--- config.mk ---
export PLATFORM = sky130hd
export DESIGN_NAME = tsts_top
export DESIGN_NICKNAME = d
export VERILOG_FILES = /design/src/tsts_pkg.sv /design/src/tsts_top.sv
export SDC_FILE = /design/constraint.sdc
export NUM_CORES = 1
export LEC_CHECK = 0
export BUFFER_PORTS_ARGS = -buffer_cell sky130_fd_sc_hd__buf_2
export CAP_MARGIN = 30
export CORE_AREA = 2 2 95 97
export DETAILED_ROUTE_END_ITERATION = 16
export DIE_AREA = 0 0 97 99
export PLACE_DENSITY = 0.54
export REMOVE_ABC_BUFFERS = 1
export SYNTH_ARGS = -nofsm -noshare
export SYNTH_HDL_FRONTEND = slang
export SYNTH_SLANG_ARGS = --single-unit
--- constraint.sdc ---
create_clock -name clk -period 3.85 [get_ports clk]
set_input_delay 0.385 -clock clk [delete_from_list [all_inputs] [get_ports clk]]
set_output_delay 0.385 -clock clk [all_outputs]
set_load 0.01 [all_outputs]
--- src/tsts_pkg.sv ---
// constants and types for the timer slave trigger select block
// assumes a single 20 MHz kernel clock that also serves as the dead-time clock
package tsts_pkg;

  localparam int unsigned CLK_HZ          = 20_000_000;
  localparam int unsigned DTS_HZ          = CLK_HZ;

  // register byte offsets
  localparam logic [11:0] CTRL_OFFSET     = 12'h000;
  localparam logic [11:0] STATUS_OFFSET   = 12'h004;

  // control field positions
  localparam int unsigned MODE_LSB        = 0;
  localparam int unsigned TSEL_LSB        = 4;
  localparam int unsigned MSS_BIT         = 7;
  localparam int unsigned FILT_LSB        = 8;

  localparam logic [2:0]  MODE_RESET      = 3'h0;
  localparam logic [2:0]  TSEL_RESET      = 3'h0;
  localparam logic        MSS_RESET       = 1'b0;
  localparam logic [3:0]  FILT_RESET      = 4'h0;

  // trigger selector codes
  localparam logic [2:0]  TSEL_INT0       = 3'h0;
  localparam logic [2:0]  TSEL_INT1       = 3'h1;
  localparam logic [2:0]  TSEL_INT2       = 3'h2;
  localparam logic [2:0]  TSEL_INT3       = 3'h3;
  localparam logic [2:0]  TSEL_CH1_EDGE   = 3'h4;
  localparam logic [2:0]  TSEL_CH1_FILT   = 3'h5;
  localparam logic [2:0]  TSEL_CH2_FILT   = 3'h6;
  localparam logic [2:0]  TSEL_ETR_FILT   = 3'h7;

  // filter codes with a documented rate and sample count
  localparam logic [3:0]  FILT_D16_N6     = 4'hb;
  localparam logic [3:0]  FILT_D16_N8     = 4'hc;
  localparam logic [3:0]  FILT_D32_N5     = 4'hd;
  localparam logic [3:0]  FILT_D32_N6     = 4'he;
  localparam logic [3:0]  FILT_D32_N8     = 4'hf;

  localparam int unsigned DIV16           = 16;
  localparam int unsigned DIV32           = 32;
  localparam logic [4:0]  DIV16_LAST      = 5'(DIV16 - 1);
  localparam logic [4:0]  DIV32_LAST      = 5'(DIV32 - 1);

  // extra kernel cycles that the sync bit holds back the local trigger
  localparam int unsigned MSS_DELAY_CYC   = 1;

  localparam int unsigned NUM_FILT        = 3;
  localparam int unsigned FI_CH1          = 0;
  localparam int unsigned FI_CH2          = 1;
  localparam int unsigned FI_ETR          = 2;

  typedef enum logic [1:0] {
    RATE_FULL,
    RATE_D16,
    RATE_D32
  } tsts_rate_t;

  typedef struct packed {
    tsts_rate_t  rate;
    logic [3:0]  n;
  } tsts_fcfg_t;

  typedef struct packed {
    logic [3:0]  filt;
    logic        mss;
    logic [2:0]  tsel;
    logic [2:0]  mode;
  } tsts_ctrl_t;

  localparam tsts_ctrl_t CTRL_RESET = '{filt: FILT_RESET, mss: MSS_RESET, tsel: TSEL_RESET, mode: MODE_RESET};

endpackage : tsts_pkg

--- src/tsts_top.sv ---
// timer slave trigger select: input filters, trigger source mux, sync delay, apb registers
// assumes all inputs synchronous to clk; slave mode engine sits outside and reads slave_mode_select
//
// Decided for this implementation: the register addresses and the APB interface to the registers.
`timescale 1ns/1ps
`default_nettype none
module tsts_top
  import tsts_pkg::*;
#(
  parameter int unsigned ADDR_W = 12
) (
  input  wire logic              clk,                    // kernel clock, 20 MHz
  input  wire logic              reset,                  // synchronous, active high
  input  wire logic              psel,                   // apb select
  input  wire logic              penable,                // apb access phase
  input  wire logic              pwrite,                 // apb direction
  input  wire logic [ADDR_W-1:0] paddr,                  // apb byte address
  input  wire logic [31:0]       pwdata,                 // apb write data
  input  wire logic [3:0]        pstrb,                  // apb byte strobes
  output logic      [31:0]       prdata,                 // apb read data
  output logic                   pready,                 // apb ready
  output logic                   pslverr,                // apb error, unmapped address or status write
  input  wire logic [3:0]        internal_trigger,       // internal trigger lines 0..3
  input  wire logic              channel1_in,            // raw channel 1 input
  input  wire logic              channel2_in,            // raw channel 2 input
  input  wire logic              external_trigger_in,    // raw external trigger input
  output logic                   channel1_filtered,      // filtered channel 1
  output logic                   channel2_filtered,      // filtered channel 2
  output logic                   external_trigger_filtered, // filtered external trigger
  output logic                   channel1_edge_detect,   // pulse on any filtered ch1 edge
  output logic                   trigger_input,          // selected trigger for this counter
  output logic                   trigger_output,         // undelayed trigger toward slave timers
  output logic      [2:0]        slave_mode_select       // slave mode to the mode engine
);

  if (ADDR_W < 3 || ADDR_W > 12) begin : g_bad_addr_w
    $error("tsts_top: ADDR_W must lie in 3..12");
  end

  function automatic tsts_fcfg_t filt_cfg(input logic [3:0] code);
    tsts_fcfg_t c;
    c = '{rate: RATE_FULL, n: 4'h1};
    case (code)
      FILT_D16_N6: c = '{rate: RATE_D16, n: 4'h6};
      FILT_D16_N8: c = '{rate: RATE_D16, n: 4'h8};
      FILT_D32_N5: c = '{rate: RATE_D32, n: 4'h5};
      FILT_D32_N6: c = '{rate: RATE_D32, n: 4'h6};
      FILT_D32_N8: c = '{rate: RATE_D32, n: 4'h8};
      default:     c = '{rate: RATE_FULL, n: 4'h1};
    endcase
    return c;
  endfunction : filt_cfg

  // registers
  tsts_ctrl_t            ctrl_r,    ctrl_nxt;
  logic [31:0]           prdata_r,  prdata_nxt;
  logic                  pready_r,  pready_nxt;
  logic                  pslverr_r, pslverr_nxt;
  logic [4:0]            div_r,     div_nxt;
  logic [NUM_FILT-1:0]   fout_r,    fout_nxt;
  logic [3:0]            fcnt_r [NUM_FILT];
  logic [3:0]            fcnt_nxt [NUM_FILT];
  logic                  edge_r,    edge_nxt;
  logic                  tout_r,    tout_nxt;
  logic                  tin_r,     tin_nxt;
  logic [MSS_DELAY_CYC-1:0] dly_r,  dly_nxt;

  tsts_fcfg_t            fcfg;
  logic                  samp_en;
  logic [NUM_FILT-1:0]   fin;
  logic                  sel_trig;
  logic                  hit_ctrl;
  logic                  hit_stat;
  logic                  wr_done;
  logic [31:0]           wmask;

  assign fin[FI_CH1] = channel1_in;
  assign fin[FI_CH2] = channel2_in;
  assign fin[FI_ETR] = external_trigger_in;

  // sampling divider and filters
  always_comb begin
    fcfg    = filt_cfg(ctrl_r.filt);
    div_nxt = div_r + 5'h01;
    case (fcfg.rate)
      RATE_D16: samp_en = (div_r[3:0] == DIV16_LAST[3:0]);
      RATE_D32: samp_en = (div_r == DIV32_LAST);
      default:  samp_en = 1'b1;
    endcase
    fout_nxt = fout_r;
    for (int i = 0; i < NUM_FILT; i++) begin
      fcnt_nxt[i] = fcnt_r[i];
      if (fin[i] == fout_r[i]) begin
        fcnt_nxt[i] = 4'h0;                            // an input equal to the output restarts the run
      end else if (samp_en) begin
        if (fcnt_r[i] + 4'h1 >= fcfg.n) begin
          fout_nxt[i] = fin[i];
          fcnt_nxt[i] = 4'h0;
        end else begin
          fcnt_nxt[i] = fcnt_r[i] + 4'h1;
        end
      end
    end
    edge_nxt = fout_nxt[FI_CH1] ^ fout_r[FI_CH1];
  end

  // trigger selection and sync delay
  always_comb begin
    case (ctrl_r.tsel)
      TSEL_INT0:     sel_trig = internal_trigger[0];
      TSEL_INT1:     sel_trig = internal_trigger[1];
      TSEL_INT2:     sel_trig = internal_trigger[2];
      TSEL_INT3:     sel_trig = internal_trigger[3];
      TSEL_CH1_EDGE: sel_trig = edge_r;
      TSEL_CH1_FILT: sel_trig = fout_r[FI_CH1];
      TSEL_CH2_FILT: sel_trig = fout_r[FI_CH2];
      TSEL_ETR_FILT: sel_trig = fout_r[FI_ETR];
      default:       sel_trig = 1'b0;
    endcase
    tout_nxt = sel_trig;
    // slaves see trigger_output now; the local counter waits so both start together
    dly_nxt  = MSS_DELAY_CYC'({dly_r, sel_trig});
    tin_nxt  = ctrl_r.mss ? dly_r[MSS_DELAY_CYC-1] : sel_trig;
  end

  // apb slave: one wait state, answer two cycles after the setup edge
  always_comb begin
    hit_ctrl    = (paddr == CTRL_OFFSET[ADDR_W-1:0]);
    hit_stat    = (paddr == STATUS_OFFSET[ADDR_W-1:0]);
    wr_done     = psel && penable && pready_r && pwrite && hit_ctrl;
    pready_nxt  = psel && penable && !pready_r;
    pslverr_nxt = pready_nxt && !(hit_ctrl || (hit_stat && !pwrite));
    prdata_nxt  = 32'h0000_0000;
    if (pready_nxt && !pwrite && hit_ctrl) begin
      prdata_nxt = {20'h0_0000, ctrl_r.filt, ctrl_r.mss, ctrl_r.tsel, 1'b0, ctrl_r.mode};
    end else if (pready_nxt && !pwrite && hit_stat) begin
      prdata_nxt = {28'h000_0000, tin_r, fout_r[FI_ETR], fout_r[FI_CH2], fout_r[FI_CH1]};
    end
    wmask = {{8{pstrb[3]}}, {8{pstrb[2]}}, {8{pstrb[1]}}, {8{pstrb[0]}}};
    ctrl_nxt = ctrl_r;
    if (wr_done) begin
      if (wmask[MODE_LSB]) begin
        ctrl_nxt.mode = pwdata[MODE_LSB +: 3];
      end
      // selector held while slave mode runs, a live switch could fake an edge
      if (wmask[TSEL_LSB] && ctrl_r.mode == MODE_RESET) begin
        ctrl_nxt.tsel = pwdata[TSEL_LSB +: 3];
      end
      if (wmask[MSS_BIT]) begin
        ctrl_nxt.mss = pwdata[MSS_BIT];
      end
      if (wmask[FILT_LSB]) begin
        ctrl_nxt.filt = pwdata[FILT_LSB +: 4];
      end
    end
  end

  always_ff @(posedge clk) begin
    if (reset) begin
      ctrl_r    <= CTRL_RESET;
      prdata_r  <= 32'h0000_0000;
      pready_r  <= 1'b0;
      pslverr_r <= 1'b0;
      div_r     <= 5'h00;
      fout_r    <= '0;
      edge_r    <= 1'b0;
      tout_r    <= 1'b0;
      tin_r     <= 1'b0;
      dly_r     <= '0;
      for (int i = 0; i < NUM_FILT; i++) begin
        fcnt_r[i] <= 4'h0;
      end
    end else begin
      ctrl_r    <= ctrl_nxt;
      prdata_r  <= prdata_nxt;
      pready_r  <= pready_nxt;
      pslverr_r <= pslverr_nxt;
      div_r     <= div_nxt;
      fout_r    <= fout_nxt;
      edge_r    <= edge_nxt;
      tout_r    <= tout_nxt;
      tin_r     <= tin_nxt;
      dly_r     <= dly_nxt;
      for (int i = 0; i < NUM_FILT; i++) begin
        fcnt_r[i] <= fcnt_nxt[i];
      end
    end
  end

  assign prdata                    = prdata_r;
  assign pready                    = pready_r;
  assign pslverr                   = pslverr_r;
  assign channel1_filtered         = fout_r[FI_CH1];
  assign channel2_filtered         = fout_r[FI_CH2];
  assign external_trigger_filtered = fout_r[FI_ETR];
  assign channel1_edge_detect      = edge_r;
  assign trigger_input             = tin_r;
  assign trigger_output            = tout_r;
  assign slave_mode_select         = ctrl_r.mode;

endmodule : tsts_top
`default_nettype wire
==> results.yml, run 1 <==
die:
  io_pins: 103
  die_w_um: 97
  coreArea_um2: 8550
  rows: 34
  start_util: 0.293
  die_area_um2: 9600
  die_height_um: 99
yosys:
  synth_area_leader_cell: "dfxtp_1"
  syn_avg_cell_area_um2: 9.53
  synth_common_cells: "dfxtp_1, nor2_1, buf_4"
  yosys-top-cells-area: "dfxtp_1, ha_1, buf_4"
  post-synth-top-count-cell: "dfxtp_1"
  synth_top_area_share: 0.383
  ys_warn_count: 0
  syn-instance-count: 263
  seq_area_frac_synth: 0.383
  syn-cell-area_um2: 2510
  ys.flop_type: "dfxtp_1"
  ys_async_sr_fraction: 0
  ys_seq_elements: 48
  synth_edf_count: 0
  synth.distinct_cells: 45
final_layout:
  final_nets: 397
  antenna_cells: 0
  fin_area_um2: 2910
  multi_input_area_um2: 1370
  fin_cells: 429
  area_growth_pct: 16.1
  n_fill_cell: 923
  drive_above_1_share: 0.265
  final-seq-area_um2: 961
global_route:
  grt_pass1_wl_um: 8670
  grtUsageTotal: 0.111
  grt-ovfl-total: 0
  busiest_layer: "met2"
  grt_antenna_before_repair: 0
  grt_util_met1: 0.140
  grt_max_degree: 29
  met3_usage: 0.0319
  grtUsageMet2: 0.185
  grt_pass1_vias: 1868
sta:
  final.period_utilization: 0.714
  hold_viol_final: 0
  clock_skew_ps: 4.63
  fin_crit_ps: 2750
  hold_slack_ps: 315
  worst_pin_slew_ps: 811
  tns_ps: 0
  fmax_ghz: 0.364
  maxSlewHeadroom: 0.459
  slew_violations: 0
  rsz0062_at_grt: "no"
  setup_viol: 0
critical_path:
  critical_path.top_delay_family: "compound AO/OA/AOI/OAI gates"
  slowest_delay_ps: 470
  cp-end-kind: "flop"
  crit_type: "reg -> reg"
  timing.critical_path.buf_inv: 0
  required_ps: 4080
  cp_max_fo: 8
  cpMostUsedCell: "o21ai_0"
  arrival_ps: 2980
  path_cells: "and2b_2 -> o21ai_0 -> ha_1 -> or2b_2 -> a21o_1 -> maj3_2 -> a211oi_1 -> o21ai_0 -> a21oi_1"
  worstSetupStartpointType: "flop"
  cp_slowest_cell: "dfxtp_1"
place:
  gp_congestion: 0.783
  dpl.hpwl_um: 3910
  portBuffers: 59
  dpl_cell_area_um2: 2800
  dpl.cell_count: 421
drt:
  viasPerCell: 4.48
  firstDrtPassIters: 4
  vias: 1921
  drc: 0
  wl_um: 5100
  wl_per_cell_um: 11.9
  ant_nets: 0
  drt_iter0_markers: 44
power_and_ir_drop:
  ir_drop_v: 0.000114
  leakage_nw: 1.30
  p_per_area_nw_per_um2: 319
flow_run:
  cap_violations: 0
status:
  outcome: "finished clean"
clocking:
  cts_tree: "yes"
  path_clk_slew_ps: 80
  cts_setup_buffers: 0
  clockRootBuffer: "clkbuf_8"
  cts-resized-gates: 0
  cts_max_path_buffers: 2
  cts_hold_buf: 0
  h-tree-depth: 2
  insertion_delay_ps: 300
  clkSinkCount: 48
  cts_made_buffers: 5
hold_path:
  hold_class: "in -> reg"
worst reg2reg max path, stage by stage, from the launching register on:
cell      delay, ps
dfxtp_1         470
and2b_2         260
o21ai_0         340
ha_1            320
or2b_2          290
a21o_1          180
maj3_2          340
a211oi_1        260
o21ai_0         100
a21oi_1         140
logic make-up (layout without fill, tap and decap cells):
group | after synthesis | in the layout | share of synthesized area
flops | 48 | 48 | 0.383
mux | 15 | 15 | 0.0704
compound gates | 37 | 37 | 0.0998
buf+inv | 38 | 77 | 0.0998
fa+ha+maj | 19 | 19 | 0.0938
other cells | 1 | 20 | 0.00150
simple gates | 90 | 90 | 0.199
xor+xnor | 15 | 15 | 0.0524
placed cells by master, fill, tap and decap left out, types with 2 or more instances in the layout:
master,Yosys,final
a211oi_1,2,2
a21o_1,4,4
a21oi_1,12,12
a22o_1,3,3
and2_1,10,10
and2b_2,2,2
and3_1,2,2
buf_2,0,59
buf_4,24,2
clkbuf_8,1,5
conb_1,1,20
dfxtp_1,48,48
ha_1,17,17
inv_1,8,8
maj3_2,2,2
mux2i_1,12,12
mux4_2,2,2
nand2_1,13,13
nand2b_1,3,3
nand3_1,10,10
nand4b_1,2,2
nor2_1,26,26
nor2b_1,5,5
nor3_1,4,4
nor4_1,3,3
nor4_4,2,2
o21ai_0,7,7
o41ai_1,3,3
or2b_2,2,2
xnor2_1,7,7
xor2_1,8,8
layer usage:
metal	vias up	share of wire
met1	884	0.47
met4	0	0.012
met3	6	0.059
met2	54	0.46
met5	-	0
li1	977	-
path summary, 6_finish.rpt:
kind                       end  startpoint  cells past startpoint  slack, ps
hold reg to reg       div_r[0]    div_r[0]                      1        450
setup / recovery  fcnt_r[0][2]   ctrl_r[7]                      9       1100
hold / removal       ctrl_r[3]   pwdata[4]                      3        310
setup reg to reg  fcnt_r[0][2]   ctrl_r[7]                      9       1100
final cells by class:
| class | count | share of cell area |
|---|---|---|
| well taps | 108 | 0.0464 |
| inverters | 8 | 0.0103 |
| clock buffers | 6 | 0.0249 |
| repair buffers | 61 | 0.107 |
| clock inverters | 2 | 0.0120 |
| multi-input cells | 196 | 0.470 |
| flip-flops and latches | 48 | 0.330 |
metrics by stage:
| stage | total power, mW | utilization | setup slack [ps] |
|---|---|---|---|
| after floorplan | 0.548 | - | 768 |
| after global placement | 0.581 | 0.328 | 1130 |
| after detailed placement | 0.582 | 0.328 | 1140 |
| after CTS | 0.937 | 0.341 | 1100 |
| after global routing | 0.969 | 0.341 | 874 |
| final | 0.928 | 0.341 | 1100 |
registers in the layout, summed over array words and instances, names as in the netlist, 3 cells and up:
signal and flops:
fcnt_r 12, prdata 12, ctrl_r 8, div_r 5, fout_r 3, slave_mode_select 3
power by group:
group / leakage (nW) / switching, mW / internal (mW)
clock: 0.0552 / 0.165 / 0.193
sequential: 0.389 / 0.00623 / 0.503
combinational: 0.858 / 0.0337 / 0.0267
total: 1.30 / 0.205 / 0.723
(Power assumes the default switching activity.)
==> run 2: changes to the inputs <==
Clock period 3.85 ns to 2.73 ns, I/O delays scaled along.
==> run 2 against run 1 <==
Worst setup slack lost 880 ps. Design area grew 1.2%. First-iteration DRC count grew 70%. Clock skew grew 2.5 ps. Worst hold slack lost 110 ps. Wire length grew 2.4%. Flip-flop and latch count is the same. Sequential power grew 41%. Clock power grew 25%. Via count grew 0.36%. Combinational power grew 44%. Power grew 35%. Critical path type unchanged.
==> results.yml, run 2 (synthesis gave the netlist of run 1 again) <==
global_route:
  grt_util_met1: 0.138
  grt_max_degree: 28
  grtUsageTotal: 0.111
  grt_pass1_vias: 1868
  grt_antenna_before_repair: 0
  grt-ovfl-total: 0
  grt_pass1_wl_um: 8700
  busiest_layer: "met2"
  grtUsageMet2: 0.190
  met3_usage: 0.0298
clocking:
  insertion_delay_ps: 300
  h-tree-depth: 2
  clockRootBuffer: "clkbuf_8"
  clkSinkCount: 48
  cts_made_buffers: 5
  cts_setup_buffers: 0
  cts_hold_buf: 0
  cts-resized-gates: 0
  cts_max_path_buffers: 2
  path_clk_slew_ps: 90
  cts_tree: "yes"
final_layout:
  antenna_cells: 0
  final_common_cell: "buf_2"
  drive_above_1_share: 0.281
  n_fill_cell: 910
  fin_cells: 435
  utilization: 0.345
  area_growth_pct: 17.5
  final_nets: 403
  layout_common_cells: "buf_2, dfxtp_1, nor2_1"
critical_path:
  reg2reg_from: "ctrl_r[7]"
  arrival_ps: 2750
  crit_start: "ctrl_r[7]"
  cp_max_fo: 7
  required_ps: 2970
  r2r-end: "fcnt_r[0][1]"
  worstSetupStartpointType: "flop"
  ff2ff_setup_slack_ps: 220
  crit_type: "reg -> reg"
  reg2regPathDepth: 10
  cp-end-kind: "flop"
flow_run:
  cap_violations: 0
power_and_ir_drop:
  ir_drop_v: 0.000177
  leakage_nw: 1.32
  p_per_area_nw_per_um2: 426
  finalPower_mw: 1.25
die:
  die_height_um: 99
  io_pins: 103
  coreArea_um2: 8550
  rows: 34
  die_area_um2: 9600
  start_util: 0.293
  die_w_um: 97
hold_path:
  hold_class: "in -> reg"
  whs_path_depth: 3
  min_to: "ctrl_r[4]"
  hp-start: "pwdata[5]"
drt:
  drc: 0
  firstDrtPassIters: 4
  wl_per_cell_um: 12.0
  wl_um: 5220
  viasPerCell: 4.43
  ant_nets: 0
  vias: 1928
  drt_iter0_markers: 75
place:
  dpl.hpwl_um: 4170
  gp_congestion: 0.757
  dpl.cell_count: 427
  portBuffers: 59
sta:
  slew_violations: 0
  setup_viol: 0
  final.period_utilization: 0.920
  worst_pin_slew_ps: 576
  clock_skew_ps: 7.13
  rsz0062_at_grt: "no"
  maxSlewHeadroom: 0.613
  tns_ps: 0
  fin_crit_ps: 2510
  hold_viol_final: 0
  fmax_ghz: 0.398
status:
  outcome: "finished clean"
run 2: per-layer routing:
| metal | part of all wire | vias to the layer above |
|---|---|---|
| met4 | 0.0092 | 0 |
| li1 | - | 985 |
| met1 | 0.46 | 885 |
| met5 | 0 | - |
| met2 | 0.48 | 53 |
| met3 | 0.054 | 5 |
run 2: per-stage QoR:
step / worst slack, ps / hold slack, ps / area, µm²
detailed placement: 235 / 438 / 2850
CTS: 212 / 195 / 2950
global placement: 233 / 429 / 2850
global route: 74.2 / 212 / 2950
finish: 219 / 204 / 2950
floorplan: -352 / 340 / 2360
run 2: where the power goes:
group	total [mW]	internal (mW)	leakage (nW)	switching [mW]
Clock	0.449	0.205	0.0434	0.244
Sequential	0.719	0.710	0.389	0.00906
Combinational	0.0867	0.0386	0.889	0.0481
Total	1.25	0.954	1.32	0.301
run 2: worst max path at each step:
stage | end | cells past startpoint
global route | fcnt_r[0][3] | 10
CTS | fcnt_r[0][1] | 10
finish | fcnt_r[0][1] | 10
detailed placement | fcnt_r[0][1] | 10
floorplan | fcnt_r[0][5] | 7
global placement | fcnt_r[0][1] | 10
run 2: final cells by class:
cell class	count	area (µm²)	share of cell area
clock buffer	6	82.6	0.0280
clock inverter	2	15.0	0.00510
inverter	8	30.0	0.0102
multi-input combinational	196	1370	0.464
sequential	48	961	0.326
tap	108	135	0.0459
timing repair buffer	67	355	0.121
run 2: critical path, stage by stage, from the launching register on:
cell and delay (ps):
dfxtp_1 380, and2b_2 240, o21ai_0 150, buf_4 150, ha_1 210, or2b_2 280
a21o_1 190, maj3_2 340, a21oi_4 240, nand3_1 120, a21oi_1 150
==> run 3: changes to the inputs <==
Settings changed: GPL_TIMING_DRIVEN from default to 0.
Clock period 2.73 ns to 2.98 ns, I/O delays scaled along.
==> run 3 against run 2 <==
Global-route usage down 0.27 points. Final cell count down 1.6%. Fmax is 2.9% lower. Critical endpoint is now fcnt_r[0][2]. Largest power group unchanged. Highest routed layer unchanged.
==> results.yml, run 3 (synthesis gave the netlist of run 1 again) <==
critical_path:
  required_ps: 3220
  cp_max_fo: 8
  reg2regPathDepth: 9
  worstSetupStartpointType: "flop"
  reg2reg_from: "ctrl_r[7]"
  r2r-end: "fcnt_r[0][2]"
  cp-end-kind: "flop"
  ff2ff_setup_slack_ps: 390
  arrival_ps: 2830
  crit_type: "reg -> reg"
power_and_ir_drop:
  leakage_nw: 1.31
  ir_drop_v: 0.000178
  p_per_area_nw_per_um2: 424
clocking:
  h-tree-depth: 2
  path_clk_slew_ps: 100
  insertion_delay_ps: 300
  cts_max_path_buffers: 2
  cts_setup_buffers: 0
  clockRootBuffer: "clkbuf_8"
  cts_tree: "yes"
  cts_hold_buf: 0
  clkSinkCount: 48
  cts_made_buffers: 5
drt:
  wl_um: 4990
  drt_iter0_markers: 35
  vias: 1901
  firstDrtPassIters: 4
  wl_per_cell_um: 11.7
  ant_nets: 0
  viasPerCell: 4.44
  drc: 0
die:
  coreArea_um2: 8550
  io_pins: 103
  die_area_um2: 9600
  die_w_um: 97
  rows: 34
  start_util: 0.293
  die_height_um: 99
sta:
  rsz0062_at_grt: "no"
  final.period_utilization: 0.868
  tns_ps: 0
  hold_viol_final: 0
  fin_crit_ps: 2590
  worst_pin_slew_ps: 849
  maxSlewHeadroom: 0.429
  hold_slack_ps: 231
  setup_viol: 0
  clock_skew_ps: 10.1
  slew_violations: 0
  fmax_ghz: 0.387
final_layout:
  fin_cells: 428
  final_common_cell: "buf_2"
  area_growth_pct: 17.0
  final_nets: 396
  final-seq-area_um2: 961
  multi_input_area_um2: 1380
  layout_common_cells: "buf_2, dfxtp_1, nor2_1"
  n_fill_cell: 888
  drive_above_1_share: 0.272
  antenna_cells: 0
place:
  dpl.hpwl_um: 3880
  dpl.cell_count: 420
  portBuffers: 59
  gp_congestion: 0.745
global_route:
  grt_max_degree: 29
  grtUsageTotal: 0.109
  grt-ovfl-total: 0
  grt_pass1_wl_um: 8560
  grt_antenna_before_repair: 0
  grt_pass1_vias: 1848
status:
  outcome: "finished clean"
hold_path:
  hp-start: "pwdata[1]"
  hold_class: "in -> reg"
  whs_path_depth: 3
  min_to: "slave_mode_select[1]"
flow_run:
  cap_violations: 0
-- run 3: cell count changes in the layout (fill, tap and decap cells not counted) --
| cell | previous run | this run |
|---|---|---|
| buf_4 | 8 | 0 |
| nor4_1 | 3 | 2 |
| buf_6 | 0 | 1 |
| clkinv_4 | 0 | 1 |
| a221oi_2 | 0 | 1 |
| a221oi_1 | 1 | 0 |
| bufinv_16 | 0 | 1 |
| nor4_2 | 0 | 1 |
| o21ai_1 | 0 | 1 |
| clkinvlp_4 | 2 | 0 |
| o21ai_0 | 7 | 6 |
-- run 3: worst max-delay path by stage --
stage                     startpoint            to  slack, ps
after global placement     ctrl_r[7]  fcnt_r[0][5]       -990
after CTS                  ctrl_r[7]  fcnt_r[0][2]        240
final                      ctrl_r[7]  fcnt_r[0][2]        390
after floorplan            ctrl_r[7]  fcnt_r[0][5]       -100
after detailed placement   ctrl_r[7]  fcnt_r[0][2]        240
after global routing       ctrl_r[7]  fcnt_r[0][2]        160
-- run 3: worst max-delay path, stage by stage (launching register included) --
cell,delay (ps)
dfxtp_1,460
and2b_2,260
o21ai_1,220
ha_1,270
or2b_2,280
a21o_1,180
maj3_2,340
a21oi_4,260
nand4b_1,130
a21oi_1,130
-- run 3: cell type report --
| type | count | share of cell area |
|---|---|---|
| tap | 108 | 0.0461 |
| inverter | 8 | 0.0102 |
| clock inverter | 2 | 0.0132 |
| timing repair buffer | 60 | 0.104 |
| sequential | 48 | 0.328 |
| multi-input combinational | 196 | 0.470 |
| clock buffer | 6 | 0.0281 |
-- run 3: through the flow --
step           worst slack, ps  cell area, µm²  power [mW]  utilization
2_1_floorplan             -102            2360       0.707            -
3_3_place_gp              -990            2790       0.750        0.326
3_5_place_dp               236            2810       0.752        0.329
4_1_cts                    236            2930        1.26        0.343
5_1_grt                    161            2930        1.29        0.343
6_report                   394            2930        1.24        0.343
-- run 3: timing repair --
item,CTS,global route
hold endpoints to repair,0,0
gates resized for setup,0,1
endpoints found under the setup margin,0,1
-- run 3: where the power goes --
| part | internal (mW) | switching, mW | leakage, nW |
|---|---|---|---|
| Combinational | 0.0345 | 0.0442 | 0.858 |
| Sequential | 0.650 | 0.00788 | 0.389 |
| Clock | 0.275 | 0.232 | 0.0614 |
-- run 3: metal layers --
layer / global-route usage / vias up / routed length [µm]
met5: 0 / - / 0
met3: 0.0291 / 5 / 268
met4: 0.0412 / 0 / 61
li1: - / 976 / -
met1: 0.134 / 870 / 2340
met2: 0.182 / 50 / 2320
